### src/shared/val_pkg.sv
/*
  Constants, timing figures and option encodings for the vehicle alarm and
  lock controller. Assumes a single 10 MHz system clock.
*/
package val_pkg;
  localparam int unsigned CLK_HZ       = 10000000;
  localparam int unsigned TICK_US      = 1000;
  // prescaler divides the system clock down to a 1 ms tick
  localparam int unsigned PRESC_CYCLES = CLK_HZ / 1000000 * TICK_US;
  localparam logic [15:0] PRESC_LAST   = 16'(PRESC_CYCLES - 1);

  localparam int unsigned TRIG_HOLD_S  = 30;
  localparam int unsigned VOL_DELAY_S  = 15;
  localparam int unsigned DOUBLE_WIN_S = 1;
  localparam int unsigned MIS_ON_MS    = 50;
  localparam int unsigned MIS_OFF_MS   = 200;
  localparam int unsigned MIS_REPEATS  = 3;

  localparam logic [15:0] TRIG_HOLD_MS  = 16'(TRIG_HOLD_S * 1000);
  localparam logic [15:0] VOL_DELAY_MS  = 16'(VOL_DELAY_S * 1000);
  localparam logic [15:0] DOUBLE_WIN_MS = 16'(DOUBLE_WIN_S * 1000);
  localparam logic [15:0] MIS_ON_T      = 16'(MIS_ON_MS);
  localparam logic [15:0] MIS_OFF_T     = 16'(MIS_OFF_MS);
  localparam logic [1:0]  MIS_COUNT     = 2'(MIS_REPEATS);

  // super locking options
  localparam logic [1:0] SL_NONE       = 2'h0;
  localparam logic [1:0] SL_HANDSET_1  = 2'h1;
  localparam logic [1:0] SL_SINGLE     = 2'h2;
  localparam logic [1:0] SL_DOUBLE     = 2'h3;

  // mislock output options
  localparam logic [2:0] MIS_NONE      = 3'h0;
  localparam logic [2:0] MIS_SOUNDER   = 3'h1;
  localparam logic [2:0] MIS_HORN      = 3'h2;
  localparam logic [2:0] MIS_SND_HORN  = 3'h3;
  localparam logic [2:0] MIS_BACKUP    = 3'h4;
  localparam logic [2:0] MIS_ALL       = 3'h5;

  typedef enum logic [1:0] {
    VAL_DISARMED,
    VAL_ARMED,
    VAL_TRIGGERED
  } val_alarm_type;
endpackage

### src/rtl/val_timer.sv
/*
  Millisecond down-counter. Loads on start, counts on each tick, pulses done
  on the tick that finds it at one or below. Assumes tick is a one-cycle pulse on sys_clk.
*/
`timescale 1ns/1ns
module val_timer
  import val_pkg::*;
(
  input  wire logic        sys_clk,
  input  wire logic        rst,
  input  wire logic        clk_en,
  input  wire logic        tick,
  input  wire logic        start,
  input  wire logic        stop,
  input  wire logic [15:0] load,
  output logic             running,
  output logic             done
);
  logic [15:0] count;

  always_ff @(posedge sys_clk) begin
    if (rst) begin
      count   <= 16'h0000;
      running <= 1'b0;
      done    <= 1'b0;
    end else if (clk_en) begin
      done <= 1'b0;
      if (start) begin
        count   <= load;
        running <= 1'b1;
      end else if (stop) begin
        running <= 1'b0;
      end else if (running && tick) begin
        if (count <= 16'h0001) begin
          running <= 1'b0;
          done    <= 1'b1;
        end else begin
          count <= count - 16'h0001;
        end
      end
    end
  end
endmodule

### src/rtl/val_sync.sv
/*
  Two-flop synchroniser bank for the switch and sensor pins.
  Assumes pins are asynchronous to sys_clk.
*/
`timescale 1ns/1ns
module val_sync #(
  parameter int WIDTH = 8
) (
  input  wire logic             sys_clk,
  input  wire logic             rst,
  input  wire logic             clk_en,
  input  wire logic [WIDTH-1:0] pin_in,
  output logic      [WIDTH-1:0] sync_out
);
  logic [WIDTH-1:0] meta;

  always_ff @(posedge sys_clk) begin
    if (rst) begin
      meta     <= '0;
      sync_out <= '0;
    end else if (clk_en) begin
      meta     <= pin_in;
      sync_out <= meta;
    end
  end
endmodule

### src/rtl/val_controller.sv
/*
  Vehicle alarm and lock controller: crash unlock, internal lock switches,
  fuel flap gating, perimetric and volumetric alarm, super locking, partial
  arming and mislock warning. Assumes handset and key requests are one-cycle
  pulses from decoding logic on sys_clk; switch pins are asynchronous.
*/
`timescale 1ns/1ns
// Operation
// crash switch, disarmed, ignition on: unlock all
// crash also cuts pump, engine; optional indicators
// internal unlock ignored while super locked
// fuel flap only disarmed, ignition off, option key
// perimetric arms on lock if conditions met
// armed perimetric triggers on door or bonnet
// triggered state held thirty seconds then resets
// disarm option: always, or key-only after key lock
// volumetric arms fifteen seconds after lock
// volumetric arming conditions; sensor detection triggers
// super lock: four configurations
// double press within one second
// super lock needs doors closed, ignition off, uncrashed
// partial arm completes fifteen seconds after closing; closing before the lock delay ends completes at that delay's end
// bonnet open: super lock, volumetric, wait bonnet
// other door open: withhold super lock, volumetric
// shorted latch treated as open door
// open-circuit latch treated as closed door
// mislock when lock fails on open panel
// mislock output selects one of six options
// mislock pulses 50 ms on, 200 ms off, thrice
// full lock validity conditions
// intervals from prescaler and timers, reset cleared
module val_controller
  import val_pkg::*;
(
  input  wire logic       sys_clk,
  input  wire logic       rst,
  input  wire logic       clk_en,
  // pins (asynchronous)
  input  wire logic       driver_door_open,
  input  wire logic       other_door_open,
  input  wire logic       latch_short,
  input  wire logic       bonnet_open,
  input  wire logic       crash_tripped,
  input  wire logic       ignition_on,
  input  wire logic       key_inserted,
  input  wire logic       vol_sensor,
  input  wire logic       int_lock_sw,
  input  wire logic       int_unlock_sw,
  input  wire logic       flap_button,
  // decoded requests, one-cycle pulses on sys_clk
  input  wire logic       handset_lock,
  input  wire logic       handset_unlock,
  input  wire logic       key_lock,
  input  wire logic       key_unlock,
  input  wire logic       emergency_code_entry,
  // configuration
  input  wire logic       cfg_perimetric_en,
  input  wire logic       cfg_volumetric_en,
  input  wire logic       cfg_key_only_disarm,
  input  wire logic       cfg_flap_need_key_out,
  input  wire logic       cfg_crash_indicators,
  input  wire logic [1:0] cfg_superlock,
  input  wire logic [2:0] cfg_mislock,
  // outputs
  output logic            lock_doors,
  output logic            unlock_doors,
  output logic            super_locked,
  output logic            fuel_flap_release,
  output logic            fuel_pump_off,
  output logic            engine_controller_disable,
  output logic            indicators_flash,
  output logic            alarm_sounder,
  output logic            horn,
  output logic            backup_sounder,
  output logic            peri_armed,
  output logic            vol_armed,
  output logic            partial_armed,
  output logic            alarm_triggered
);
  localparam int NPIN = 11;

  logic [NPIN-1:0] pins_s;
  logic drv_open, oth_raw, lshort, bon_open, crash, ign, key_in;
  logic vol_det, ilock, iunlock, flap_btn;
  logic crash_q, ilock_q, iunlock_q;
  logic tick;
  logic [15:0] presc;
  logic oth_open, any_lock, any_unlock;
  logic lock_ok, sl_ok, sl_req, disarm_ok;
  logic locked_by_key, first_press, first_key;
  logic mis_busy, mis_on;
  logic [1:0] mis_left;
  logic trig_done, vol_done, dbl_run, mis_done;
  logic trig_start, vol_start, dbl_start, mis_start;
  logic [15:0] mis_load;
  logic vol_pending, next_vol_pending;
  val_alarm_type state;

  val_sync #(
    .WIDTH(NPIN)
  ) u_sync (
    .sys_clk (sys_clk),
    .rst     (rst),
    .clk_en  (clk_en),
    .pin_in  ({driver_door_open, other_door_open, latch_short,
               bonnet_open, crash_tripped, ignition_on, key_inserted,
               vol_sensor, int_lock_sw, int_unlock_sw, flap_button}),
    .sync_out(pins_s)
  );

  assign {drv_open, oth_raw, lshort, bon_open, crash, ign, key_in,
          vol_det, ilock, iunlock, flap_btn} = pins_s;

  // an open-circuit harness reads as closed, so only a short counts
  assign oth_open   = oth_raw | lshort;
  assign any_lock   = handset_lock | key_lock;
  assign any_unlock = handset_unlock | key_unlock;

  function automatic logic panels_closed(input logic d, input logic o,
                                         input logic b);
    panels_closed = !d && !o && !b;
  endfunction

  assign lock_ok = !drv_open && !ign && !crash && !bon_open
                   && !super_locked;
  assign sl_ok   = panels_closed(drv_open, oth_open, bon_open)
                   && !ign && !crash;


  always_ff @(posedge sys_clk) begin
    if (rst) begin
      presc <= 16'h0000;
      tick  <= 1'b0;
    end else if (clk_en) begin
      tick <= (presc == PRESC_LAST);
      if (presc == PRESC_LAST) begin
        presc <= 16'h0000;
      end else begin
        presc <= presc + 16'h0001;
      end
    end
  end

  val_timer u_trig (
    .sys_clk(sys_clk), .rst(rst), .clk_en(clk_en), .tick(tick),
    .start  (trig_start), .stop(state == VAL_DISARMED),
    .load   (TRIG_HOLD_MS),
    .running(), .done(trig_done)
  );
  val_timer u_vol (
    .sys_clk(sys_clk), .rst(rst), .clk_en(clk_en), .tick(tick),
    .start  (vol_start), .stop(any_unlock), .load(VOL_DELAY_MS),
    .running(), .done(vol_done)
  );
  val_timer u_dbl (
    .sys_clk(sys_clk), .rst(rst), .clk_en(clk_en), .tick(tick),
    .start  (dbl_start), .stop(any_unlock), .load(DOUBLE_WIN_MS),
    .running(dbl_run), .done()
  );
  val_timer u_mis (
    .sys_clk(sys_clk), .rst(rst), .clk_en(clk_en), .tick(tick),
    .start  (mis_start), .stop(1'b0), .load(mis_load),
    .running(), .done(mis_done)
  );

  // crash, internal switch edges
  always_ff @(posedge sys_clk) begin
    if (rst) begin
      crash_q   <= 1'b0;
      ilock_q   <= 1'b0;
      iunlock_q <= 1'b0;
    end else if (clk_en) begin
      crash_q   <= crash;
      ilock_q   <= ilock;
      iunlock_q <= iunlock;
    end
  end

  always_ff @(posedge sys_clk) begin
    if (rst) begin
      unlock_doors <= 1'b0;
      lock_doors   <= 1'b0;
    end else if (clk_en) begin
      unlock_doors <= 1'b0;
      lock_doors   <= 1'b0;
      if (crash && !crash_q && state == VAL_DISARMED && ign) begin
        unlock_doors <= 1'b1;
      end else if (iunlock && !iunlock_q && !super_locked) begin
        unlock_doors <= 1'b1;
      end else if (any_unlock && disarm_ok) begin
        unlock_doors <= 1'b1;
      end else if ((ilock && !ilock_q) || (any_lock && lock_ok)) begin
        lock_doors <= 1'b1;
      end
    end
  end

  // crash outcome latched until reset
  always_ff @(posedge sys_clk) begin
    if (rst) begin
      fuel_pump_off             <= 1'b0;
      engine_controller_disable <= 1'b0;
      indicators_flash          <= 1'b0;
    end else if (clk_en) begin
      if (crash && !crash_q && state == VAL_DISARMED && ign) begin
        fuel_pump_off             <= 1'b1;
        engine_controller_disable <= 1'b1;
        indicators_flash          <= cfg_crash_indicators;
      end
    end
  end

  always_ff @(posedge sys_clk) begin
    if (rst) begin
      fuel_flap_release <= 1'b0;
    end else if (clk_en) begin
      fuel_flap_release <= flap_btn && state == VAL_DISARMED && !ign
                           && !(cfg_flap_need_key_out && key_in);
    end
  end

  // handset unlock is refused after a key lock in key-only mode
  assign disarm_ok = key_unlock || emergency_code_entry
                     || (handset_unlock
                         && !(cfg_key_only_disarm && locked_by_key));

  always_ff @(posedge sys_clk) begin
    if (rst) begin
      locked_by_key <= 1'b0;
    end else if (clk_en) begin
      if (key_lock) begin
        locked_by_key <= 1'b1;
      end else if (handset_lock || (any_unlock && disarm_ok)) begin
        locked_by_key <= 1'b0;
      end
    end
  end

  // alarm state; arming conditions exclude bonnet and other doors
  assign trig_start = (state == VAL_ARMED) && (
                        (peri_armed && (drv_open || (!partial_armed
                         && (oth_open || bon_open))))
                      || (vol_armed && vol_det));

  always_ff @(posedge sys_clk) begin
    if (rst) begin
      state <= VAL_DISARMED;
    end else if (clk_en) begin
      case (state)
        VAL_DISARMED: begin
          if (any_lock && !drv_open && !key_in && !crash
              && (cfg_perimetric_en || cfg_volumetric_en)) begin
            state <= VAL_ARMED;
          end
        end
        VAL_ARMED: begin
          if (emergency_code_entry || (any_unlock && disarm_ok)) begin
            state <= VAL_DISARMED;
          end else if (trig_start) begin
            state <= VAL_TRIGGERED;
          end
        end
        VAL_TRIGGERED: begin
          if (emergency_code_entry || (any_unlock && disarm_ok)) begin
            state <= VAL_DISARMED;
          end else if (trig_done) begin
            state <= VAL_ARMED;
          end
        end
        default: state <= VAL_DISARMED;
      endcase
    end
  end

  assign alarm_triggered = (state == VAL_TRIGGERED);

  // partial arming: wait for panels, then restart the 15 s delay if none is still pending
  assign vol_start = ((state == VAL_DISARMED) && any_lock && !drv_open
                      && !key_in && !crash)
                   || (partial_armed && !oth_open && !bon_open
                       && !vol_pending);

  always_comb begin
    next_vol_pending = vol_pending;
    if (state == VAL_DISARMED || vol_done) begin
      next_vol_pending = 1'b0;
    end
    if (vol_start) begin
      next_vol_pending = 1'b1;
    end
  end

  always_ff @(posedge sys_clk) begin
    if (rst) begin
      vol_pending   <= 1'b0;
      peri_armed    <= 1'b0;
      vol_armed     <= 1'b0;
      partial_armed <= 1'b0;
    end else if (clk_en) begin
      vol_pending <= next_vol_pending;
      if (state == VAL_DISARMED) begin
        peri_armed    <= 1'b0;
        vol_armed     <= 1'b0;
        partial_armed <= 1'b0;
        if (vol_start) begin
          peri_armed    <= cfg_perimetric_en;
          partial_armed <= oth_open || bon_open;
        end
      end else begin
        if (partial_armed && !oth_open && !bon_open && vol_done) begin
          partial_armed <= 1'b0;
          peri_armed    <= cfg_perimetric_en;
        end
        // bonnet-only partial arming still runs volumetric sensing
        if (vol_done && cfg_volumetric_en && !oth_open) begin
          vol_armed <= 1'b1;
        end
        if (oth_open) begin
          vol_armed <= 1'b0;
        end
      end
    end
  end

  // super locking
  always_comb begin
    case (cfg_superlock)
      SL_HANDSET_1: sl_req = handset_lock;
      SL_SINGLE:    sl_req = any_lock;
      SL_DOUBLE:    sl_req = (handset_lock && dbl_run && first_press)
                           || (key_lock && dbl_run && first_key);
      default:      sl_req = 1'b0;
    endcase
  end

  assign dbl_start = any_lock && !dbl_run;

  always_ff @(posedge sys_clk) begin
    if (rst) begin
      first_press <= 1'b0;
      first_key   <= 1'b0;
    end else if (clk_en) begin
      if (dbl_start) begin
        first_press <= handset_lock;
        first_key   <= key_lock;
      end
    end
  end

  always_ff @(posedge sys_clk) begin
    if (rst) begin
      super_locked <= 1'b0;
    end else if (clk_en) begin
      if (any_unlock && disarm_ok) begin
        super_locked <= 1'b0;
      end else if (sl_req && !oth_open && !drv_open && !ign
                   && !crash) begin
        super_locked <= 1'b1;
      end else if (super_locked == 1'b0 && partial_armed
                   && !oth_open && cfg_superlock != SL_NONE
                   && sl_ok) begin
        super_locked <= 1'b1;
      end
    end
  end

  // mislock: lock request fails on an open door or bonnet
  assign mis_start = (any_lock && (drv_open || oth_open || bon_open)
                      && !mis_busy && cfg_mislock != MIS_NONE)
                   || (mis_busy && mis_done
                       && !(mis_on == 1'b0 && mis_left == 2'h0));
  assign mis_load  = (mis_busy && mis_on) ? MIS_OFF_T : MIS_ON_T;

  always_ff @(posedge sys_clk) begin
    if (rst) begin
      mis_busy <= 1'b0;
      mis_on   <= 1'b0;
      mis_left <= 2'h0;
    end else if (clk_en) begin
      if (!mis_busy && mis_start) begin
        mis_busy <= 1'b1;
        mis_on   <= 1'b1;
        mis_left <= MIS_COUNT - 2'h1;
      end else if (mis_busy && mis_done) begin
        if (mis_on) begin
          mis_on <= 1'b0;
        end else if (mis_left == 2'h0) begin
          mis_busy <= 1'b0;
        end else begin
          mis_on   <= 1'b1;
          mis_left <= mis_left - 2'h1;
        end
      end
    end
  end

  always_ff @(posedge sys_clk) begin
    if (rst) begin
      alarm_sounder  <= 1'b0;
      horn           <= 1'b0;
      backup_sounder <= 1'b0;
    end else if (clk_en) begin
      alarm_sounder  <= alarm_triggered || (mis_on && mis_busy
                        && (cfg_mislock == MIS_SOUNDER
                         || cfg_mislock == MIS_SND_HORN
                         || cfg_mislock == MIS_ALL));
      horn           <= mis_on && mis_busy
                        && (cfg_mislock == MIS_HORN
                         || cfg_mislock == MIS_SND_HORN
                         || cfg_mislock == MIS_ALL);
      backup_sounder <= alarm_triggered || (mis_on && mis_busy
                        && (cfg_mislock == MIS_BACKUP
                         || cfg_mislock == MIS_ALL));
    end
  end
endmodule

### config.mk
export PLATFORM = sky130hd
export DESIGN_NAME = val_controller
export DESIGN_NICKNAME = d
export VERILOG_FILES = /design/src/shared/val_pkg.sv /design/src/rtl/val_timer.sv /design/src/rtl/val_sync.sv /design/src/rtl/val_controller.sv
export SDC_FILE = /design/constraint.sdc
export NUM_CORES = 1
export LEC_CHECK = 0
export BUFFER_PORTS_ARGS = -buffer_cell sky130_fd_sc_hd__buf_4
export CORE_AREA = 2 2 116 118
export CTS_BUF_LIST = sky130_fd_sc_hd__clkbuf_4 sky130_fd_sc_hd__clkbuf_8 sky130_fd_sc_hd__clkbuf_16
export CTS_CLUSTER_SIZE = 28
export DETAILED_ROUTE_END_ITERATION = 8
export DIE_AREA = 0 0 118 120
export PLACE_DENSITY = 0.71
export SLEW_MARGIN = 0
export SYNTH_ARGS = -nofsm -noshare
export SYNTH_HDL_FRONTEND = slang
export SYNTH_SLANG_ARGS = --single-unit
export TNS_END_PERCENT = 1
### constraint.sdc
create_clock -name sys_clk -period 2.75 [get_ports sys_clk]
set_input_delay 0.1375 -clock sys_clk [delete_from_list [all_inputs] [get_ports sys_clk]]
set_output_delay 0.1375 -clock sys_clk [all_outputs]
set_load 0.02 [all_outputs]
### After elaboration in Yosys (flattened, before gate mapping)

Index checks and enable logic that the tools add are counted.

| word-level totals | value |
|---|---|
| output and inout port bits | 14 |
| bits in registers | 135 |
| input bits | 29 |

| operators by class | value |
|---|---|
| muxes and demuxes | 85 |
| bitwise operators | 5 |
| reductions and logical operators | 148 |
| $add $sub $neg | 6 |
| magnitude comparators | 4 |
| equality and inequality tests | 23 |

Operator list:

| cell | number |
|---|---|
| 16-bit two-way mux | 16 |
| 1-bit logical AND | 68 |
| 16-bit by 1-bit <= comparator with 1-bit output, second input constant | 4 |
| 16-bit by 1-bit subtractor with 16-bit output, second input constant | 4 |
| 1-bit two-way mux | 57 |
| 3-bit nonzero test | 9 |
| 4-bit AND reduction | 6 |
| 1-bit logical OR | 22 |
| 2-bit nonzero test | 11 |
| 2-bit two-way mux | 9 |
| 1-bit logical NOT | 17 |
| 16-bit by 1-bit adder with 16-bit output, second input constant | 1 |
| 16-bit by 14-bit == test with 1-bit output, second input constant | 1 |
| 2-bit AND reduction | 8 |
| 3-bit AND reduction | 5 |
| 2-bit by 1-bit != test with 1-bit output, second input constant | 5 |
| 2-bit != test, second input constant | 5 |
| 8-bit two-way mux | 1 |
| 2-bit == test, second input constant | 3 |
| 3-bit by 2-bit == test with 1-bit output, second input constant | 2 |
| 3-bit == test, second input constant | 2 |
| 2-bit one-hot mux with 3 select lines | 1 |
| 2-bit by 1-bit == test with 1-bit output, second input constant | 2 |
| 2-bit logical NOT | 2 |
| other kinds (7) | 10 |

### Depth between registers and ports, before layout

| logic depth | value |
|---|---|
| word-level depth | 11 |
| depth in mapped cells | 9 |
| gate-level depth less buffers | 8 |

### Cells and area by module

Synthesis repeated with hierarchy kept, for this count alone.

| unflattened totals | value |
|---|---|
| cells, all modules | 938 |
| area, all modules | 7748.7 sq um |

Modules (own cells, without submodules):

| module | sequential area each (sq um) | instances | cells each | area an instance (sq um) |
|---|---|---|---|---|
| val_timer at u_dbl ... | 360.3 | 2 | 151 | 1227.4 |
| val_timer at u_trig ... | 360.3 | 2 | 159 | 1174.9 |
| val_controller | 840.8 | 1 | 247 | 2142.1 |
| val_sync | 440.4 | 1 | 71 | 802.0 |

### Worst setup path after synthesis

OpenSTA, ideal clock, no wires.

| path | value |
|---|---|
| path type | register -> register |
| start point | register u_vol.count[8] |
| end point | register u_vol.count[4] |
| path slack | 533 ps |
| stages on the path, launching flop included | 8 |
| path buffers | 1 |
| setup time | 133 ps |
| required time | 2617 ps |
| data arrival time | 2084 ps |
| period minus slack after synthesis | 2217 ps |
| cells stage by stage | dfxtp_1 -> or4_1 -> or4_4 -> o31ai_4 -> buf_2 -> nor2_1 -> xnor2_1 -> a21oi_1 |

| on the way | value |
|---|---|
| cells in the longest elaborated chain, start to end | 3 |

Ends and longest elaborated chain:

| what | RTL line | RTL |
|---|---|---|
| from (decl) | val_timer.sv:19 | `logic [15:0] count;` |
| from (signal assigned) | val_timer.sv:29 | `count <= load;` |
| from (signal assigned) | val_timer.sv:38 | `count <= count - 16'h0001;` |
| 16-bit by 1-bit <= comparator with 1-bit output | val_timer.sv:34 | `if (count <= 16'h0001) begin` |
| 2-bit by 1-bit != test with 1-bit output (no source line) | - |  |
| 4-bit AND reduction (no source line) | - |  |

Every way passes these cells.
A chain may end at the register's enable or synchronous reset.

### Worst setup path after layout

| path | value |
|---|---|
| start point | register u_vol.count[8] |
| end point | register u_vol.count[11] |

| on the way | value |
|---|---|
| cells in the longest elaborated chain, start to end | 5 |
| elaborated cells on any way between the ends | 8 |

Ends and longest elaborated chain:

| what | RTL line | RTL |
|---|---|---|
| 16-bit by 1-bit subtractor with 16-bit output | val_timer.sv:38 |  |
| 16-bit two-way mux | val_timer.sv:34 |  |
| 16-bit two-way mux | val_timer.sv:33 | `end else if (running && tick) begin` |
| 16-bit two-way mux | val_timer.sv:31 | `end else if (stop) begin` |
| 16-bit two-way mux | val_timer.sv:28 | `if (start) begin` |

Several ways; a longest one is shown, not always the timed one. The select of a mux whose other input is x is not followed.

==> qor.yml <==
relSlewSlack_pct: 60.51
rsz0062_at_grt: "no"
cts-resized-gates: 0
worst_ir_drop_vdd_uv: 413.3
synth_top_area_cell: "dfxtp_1"
fin_worst_skew_ps: 5.434
drive_gt1_share_pct: 12.32
pwr-share-clk_pct: 47.2
die-height_um: 120
h-tree-depth: 4
dieWidth_um: 118
cp_slowest_cell: "or4_1"
cts_buffer_depth: 2
ys_types: 65
dp.cells: 944
antennaDiodeCount: 0
avgRoutedWirePerCell_um: 14.34
drv_slew: 0
gp_congestion: 0.8461
drt.antenna.violating_nets: 0
syn_area_um2: 6322
crit_type: "flop to flop"
ys.flop_type: "dfxtp_1"
worst_slew_pin_slew_ps: 592.3
mostFrequentLayoutCells: "nor2_1 (135), dfxtp_1 (135), a21oi_1 (57), buf_4 (52), nand2_1 (48)"
viasPerCell: 5.528
drt-total-wl_mm: 14.17
design.die.area_um2: 14160
antenna_found_initial: 0
synth_top_area_share_pct: 42.75
final_nets: 838
clkLatencyLatePin_ps: 420
comb_power_share_pct: 10.3
maxCapViolCount: 0
syn_area_per_cell_um2: 8.441
num_vias: 5462
postCtsSetupBuffers: 0
drtPass1Iterations: 5
cts_sinks: 135
netSwitchingFraction_pct: 25.02
powerDensity_nw_per_um2: 653.6
cts-hold-fix-buffers: 12
core_region_area_um2: 12980
power.leakage_uw: 0.002937
tritoncts: "built"
setup_viol: 0
root_buffer: "clkbuf_16"
grt_pass1_vias: 5173
synth.area.top_cells: "dfxtp_1 (43%), nor2_1 (8.0%), xnor2_1 (4.8%), a21oi_1 (4.5%), mux2i_1 (4.4%)"
initial_core_util_pct: 48.71
numCtsBuffers: 17
cp-start-kind: "flop"
cpPeakStageDelay_ps: 600
drc: 0
syn_to_final_growth_pct: 18.86
holdWs_ps: 31.68
async_flop_share_pct: 0
drt_iter0_markers: 313
synthCells: 749
finalSetupTns_ps: 0
grt_pass1_wl_mm: 23.65
hp-class: "input port to flop"
fin_cells: 988
endpoint_kind: "flop"
crit_fanout: 14
place_hpwl_mm: 9.604
grt_max_degree: 39
ys_seq_elements: 135
cp.required_ps: 3030
max_freq_mhz: 400.6
io_buffers: 42
fin_crit_ps: 2496
num_io_pins: 43
hold_viol_final: 0
synth_warnings: 0
synth_seq_area_share_pct: 42.75
cp.arrival_ps: 2780
rows: 42
synth_enable_flop_cells: 0
grt_usage_pct: 20.36
status: "complete, no violations"
synth_fp_nets: 788
p_sw_uw: 1229
p_int_uw: 3682
fin_crit_sh_pct: 90.76
clkTransAtPathRegs_ps: 60
crit_chain: "or4_1 > or4_4 > o31ai_4 > nor4_1 > xnor2_1 > a21oi_1"
overflow: 0
p_seq_share_pct: 42.6
-- cell type report --
type / instances / area (µm²)
clock buffer: 18 / 432.9
clock inverter: 14 / 175.2
fill: 1177 / 5465
inverter: 20 / 75.07
multi-input combinational: 561 / 3398
sequential: 135 / 2703
tap: 176 / 220.2
timing repair buffer: 64 / 510.5
-- flip-flops by register name, summed over array words and instances, names as in the netlist, 2 cells and up --
signal	count
u_trig.count	16
mis_left	2
u_sync.meta	11
state	2
u_dbl.count	16
presc	16
u_sync.sync_out	11
u_vol.count	16
u_mis.count	16
-- critical path, delay by kind of cell, from the launching register on --
kind             cells  cell delay (ps)
AND/OR/NAND/NOR      3             1210
AO/OA/AOI/OAI        2              610
flip-flops           1              350
XOR/XNOR             1              190
-- cells in the mapped netlist, drive strengths merged, types with 4 or more instances --
| cell type | count |
|---|---|
| nor2 | 136 |
| dfxtp | 135 |
| a21oi | 57 |
| nand2 | 48 |
| xnor2 | 35 |
| nor3 | 34 |
| mux2i | 28 |
| o21ai | 27 |
| xor2 | 27 |
| clkbuf | 21 |
| inv | 19 |
| nand3 | 19 |
| nor4 | 16 |
| or4 | 16 |
| or3 | 15 |
| buf | 12 |
| a211oi | 11 |
| ha | 10 |
| nand2b | 9 |
| a31oi | 8 |
| and2 | 5 |
| a2111oi | 4 |
| nand4 | 4 |
| nand4b | 4 |
| nor2b | 4 |
-- logic make-up (layout without fill, tap and decap cells) --
group	count (synthesis)	after routing	synth area share, %
adders and majority gates	10	10	1.979
buffers and inverters	53	116	3.503
xor gates and xnor gates	62	62	8.589
DFF	135	135	42.75
AOI/OAI and AO/OA	135	135	13.46
and+or+nand+nor	326	326	25.29
muxes	28	28	4.433
-- power groups by stage --
stage               clock network [µW]  logic [µW]  registers, µW
floorplan                            0         351           2120
global placement                     0         468           2130
detailed placement                   0         484           2130
CTS                               2360         502           2090
global route                      2460         557           2100
finish                            2320         504           2090
-- per-stage QoR --
| step | worst slack [ps] | util (%) | total power, µW | instance area [µm²] |
|---|---|---|---|---|
| global placement | 366.5 | 52.28 | 2595 | 6787 |
| CTS | 250.0 | 57.89 | 4953 | 7515 |
| finish | 254.0 | 57.89 | 4911 | 7515 |
| global route | 76.26 | 57.89 | 5112 | 7515 |
| floorplan | 533.3 | - | 2470 | 6322 |
| detailed placement | 257.7 | 52.28 | 2616 | 6787 |
-- layer usage --
metal | global-route usage, % | vias to the layer above | wire length [µm]
met5 | 0 | - | 0
met4 | 8.434 | 0 | 172
met3 | 5.133 | 17 | 638
met2 | 33.68 | 134 | 6755
met1 | 25.34 | 2568 | 6599
li1 | - | 2743 | -
-- path summary, 6_finish.rpt --
| kind | startpoint | endpoint | slack, ps | cells after the start |
|---|---|---|---|---|
| setup / recovery | u_vol.count[8] | u_vol.count[11] | 250 | 6 |
| hold reg to reg | mis_left[0] | mis_left[0] | 460 | 1 |
| hold / removal | key_lock | locked_by_key | 30 | 3 |
| setup reg to reg | u_vol.count[8] | u_vol.count[11] | 250 | 6 |
Note: power is estimated with default switching activity, not from simulation.
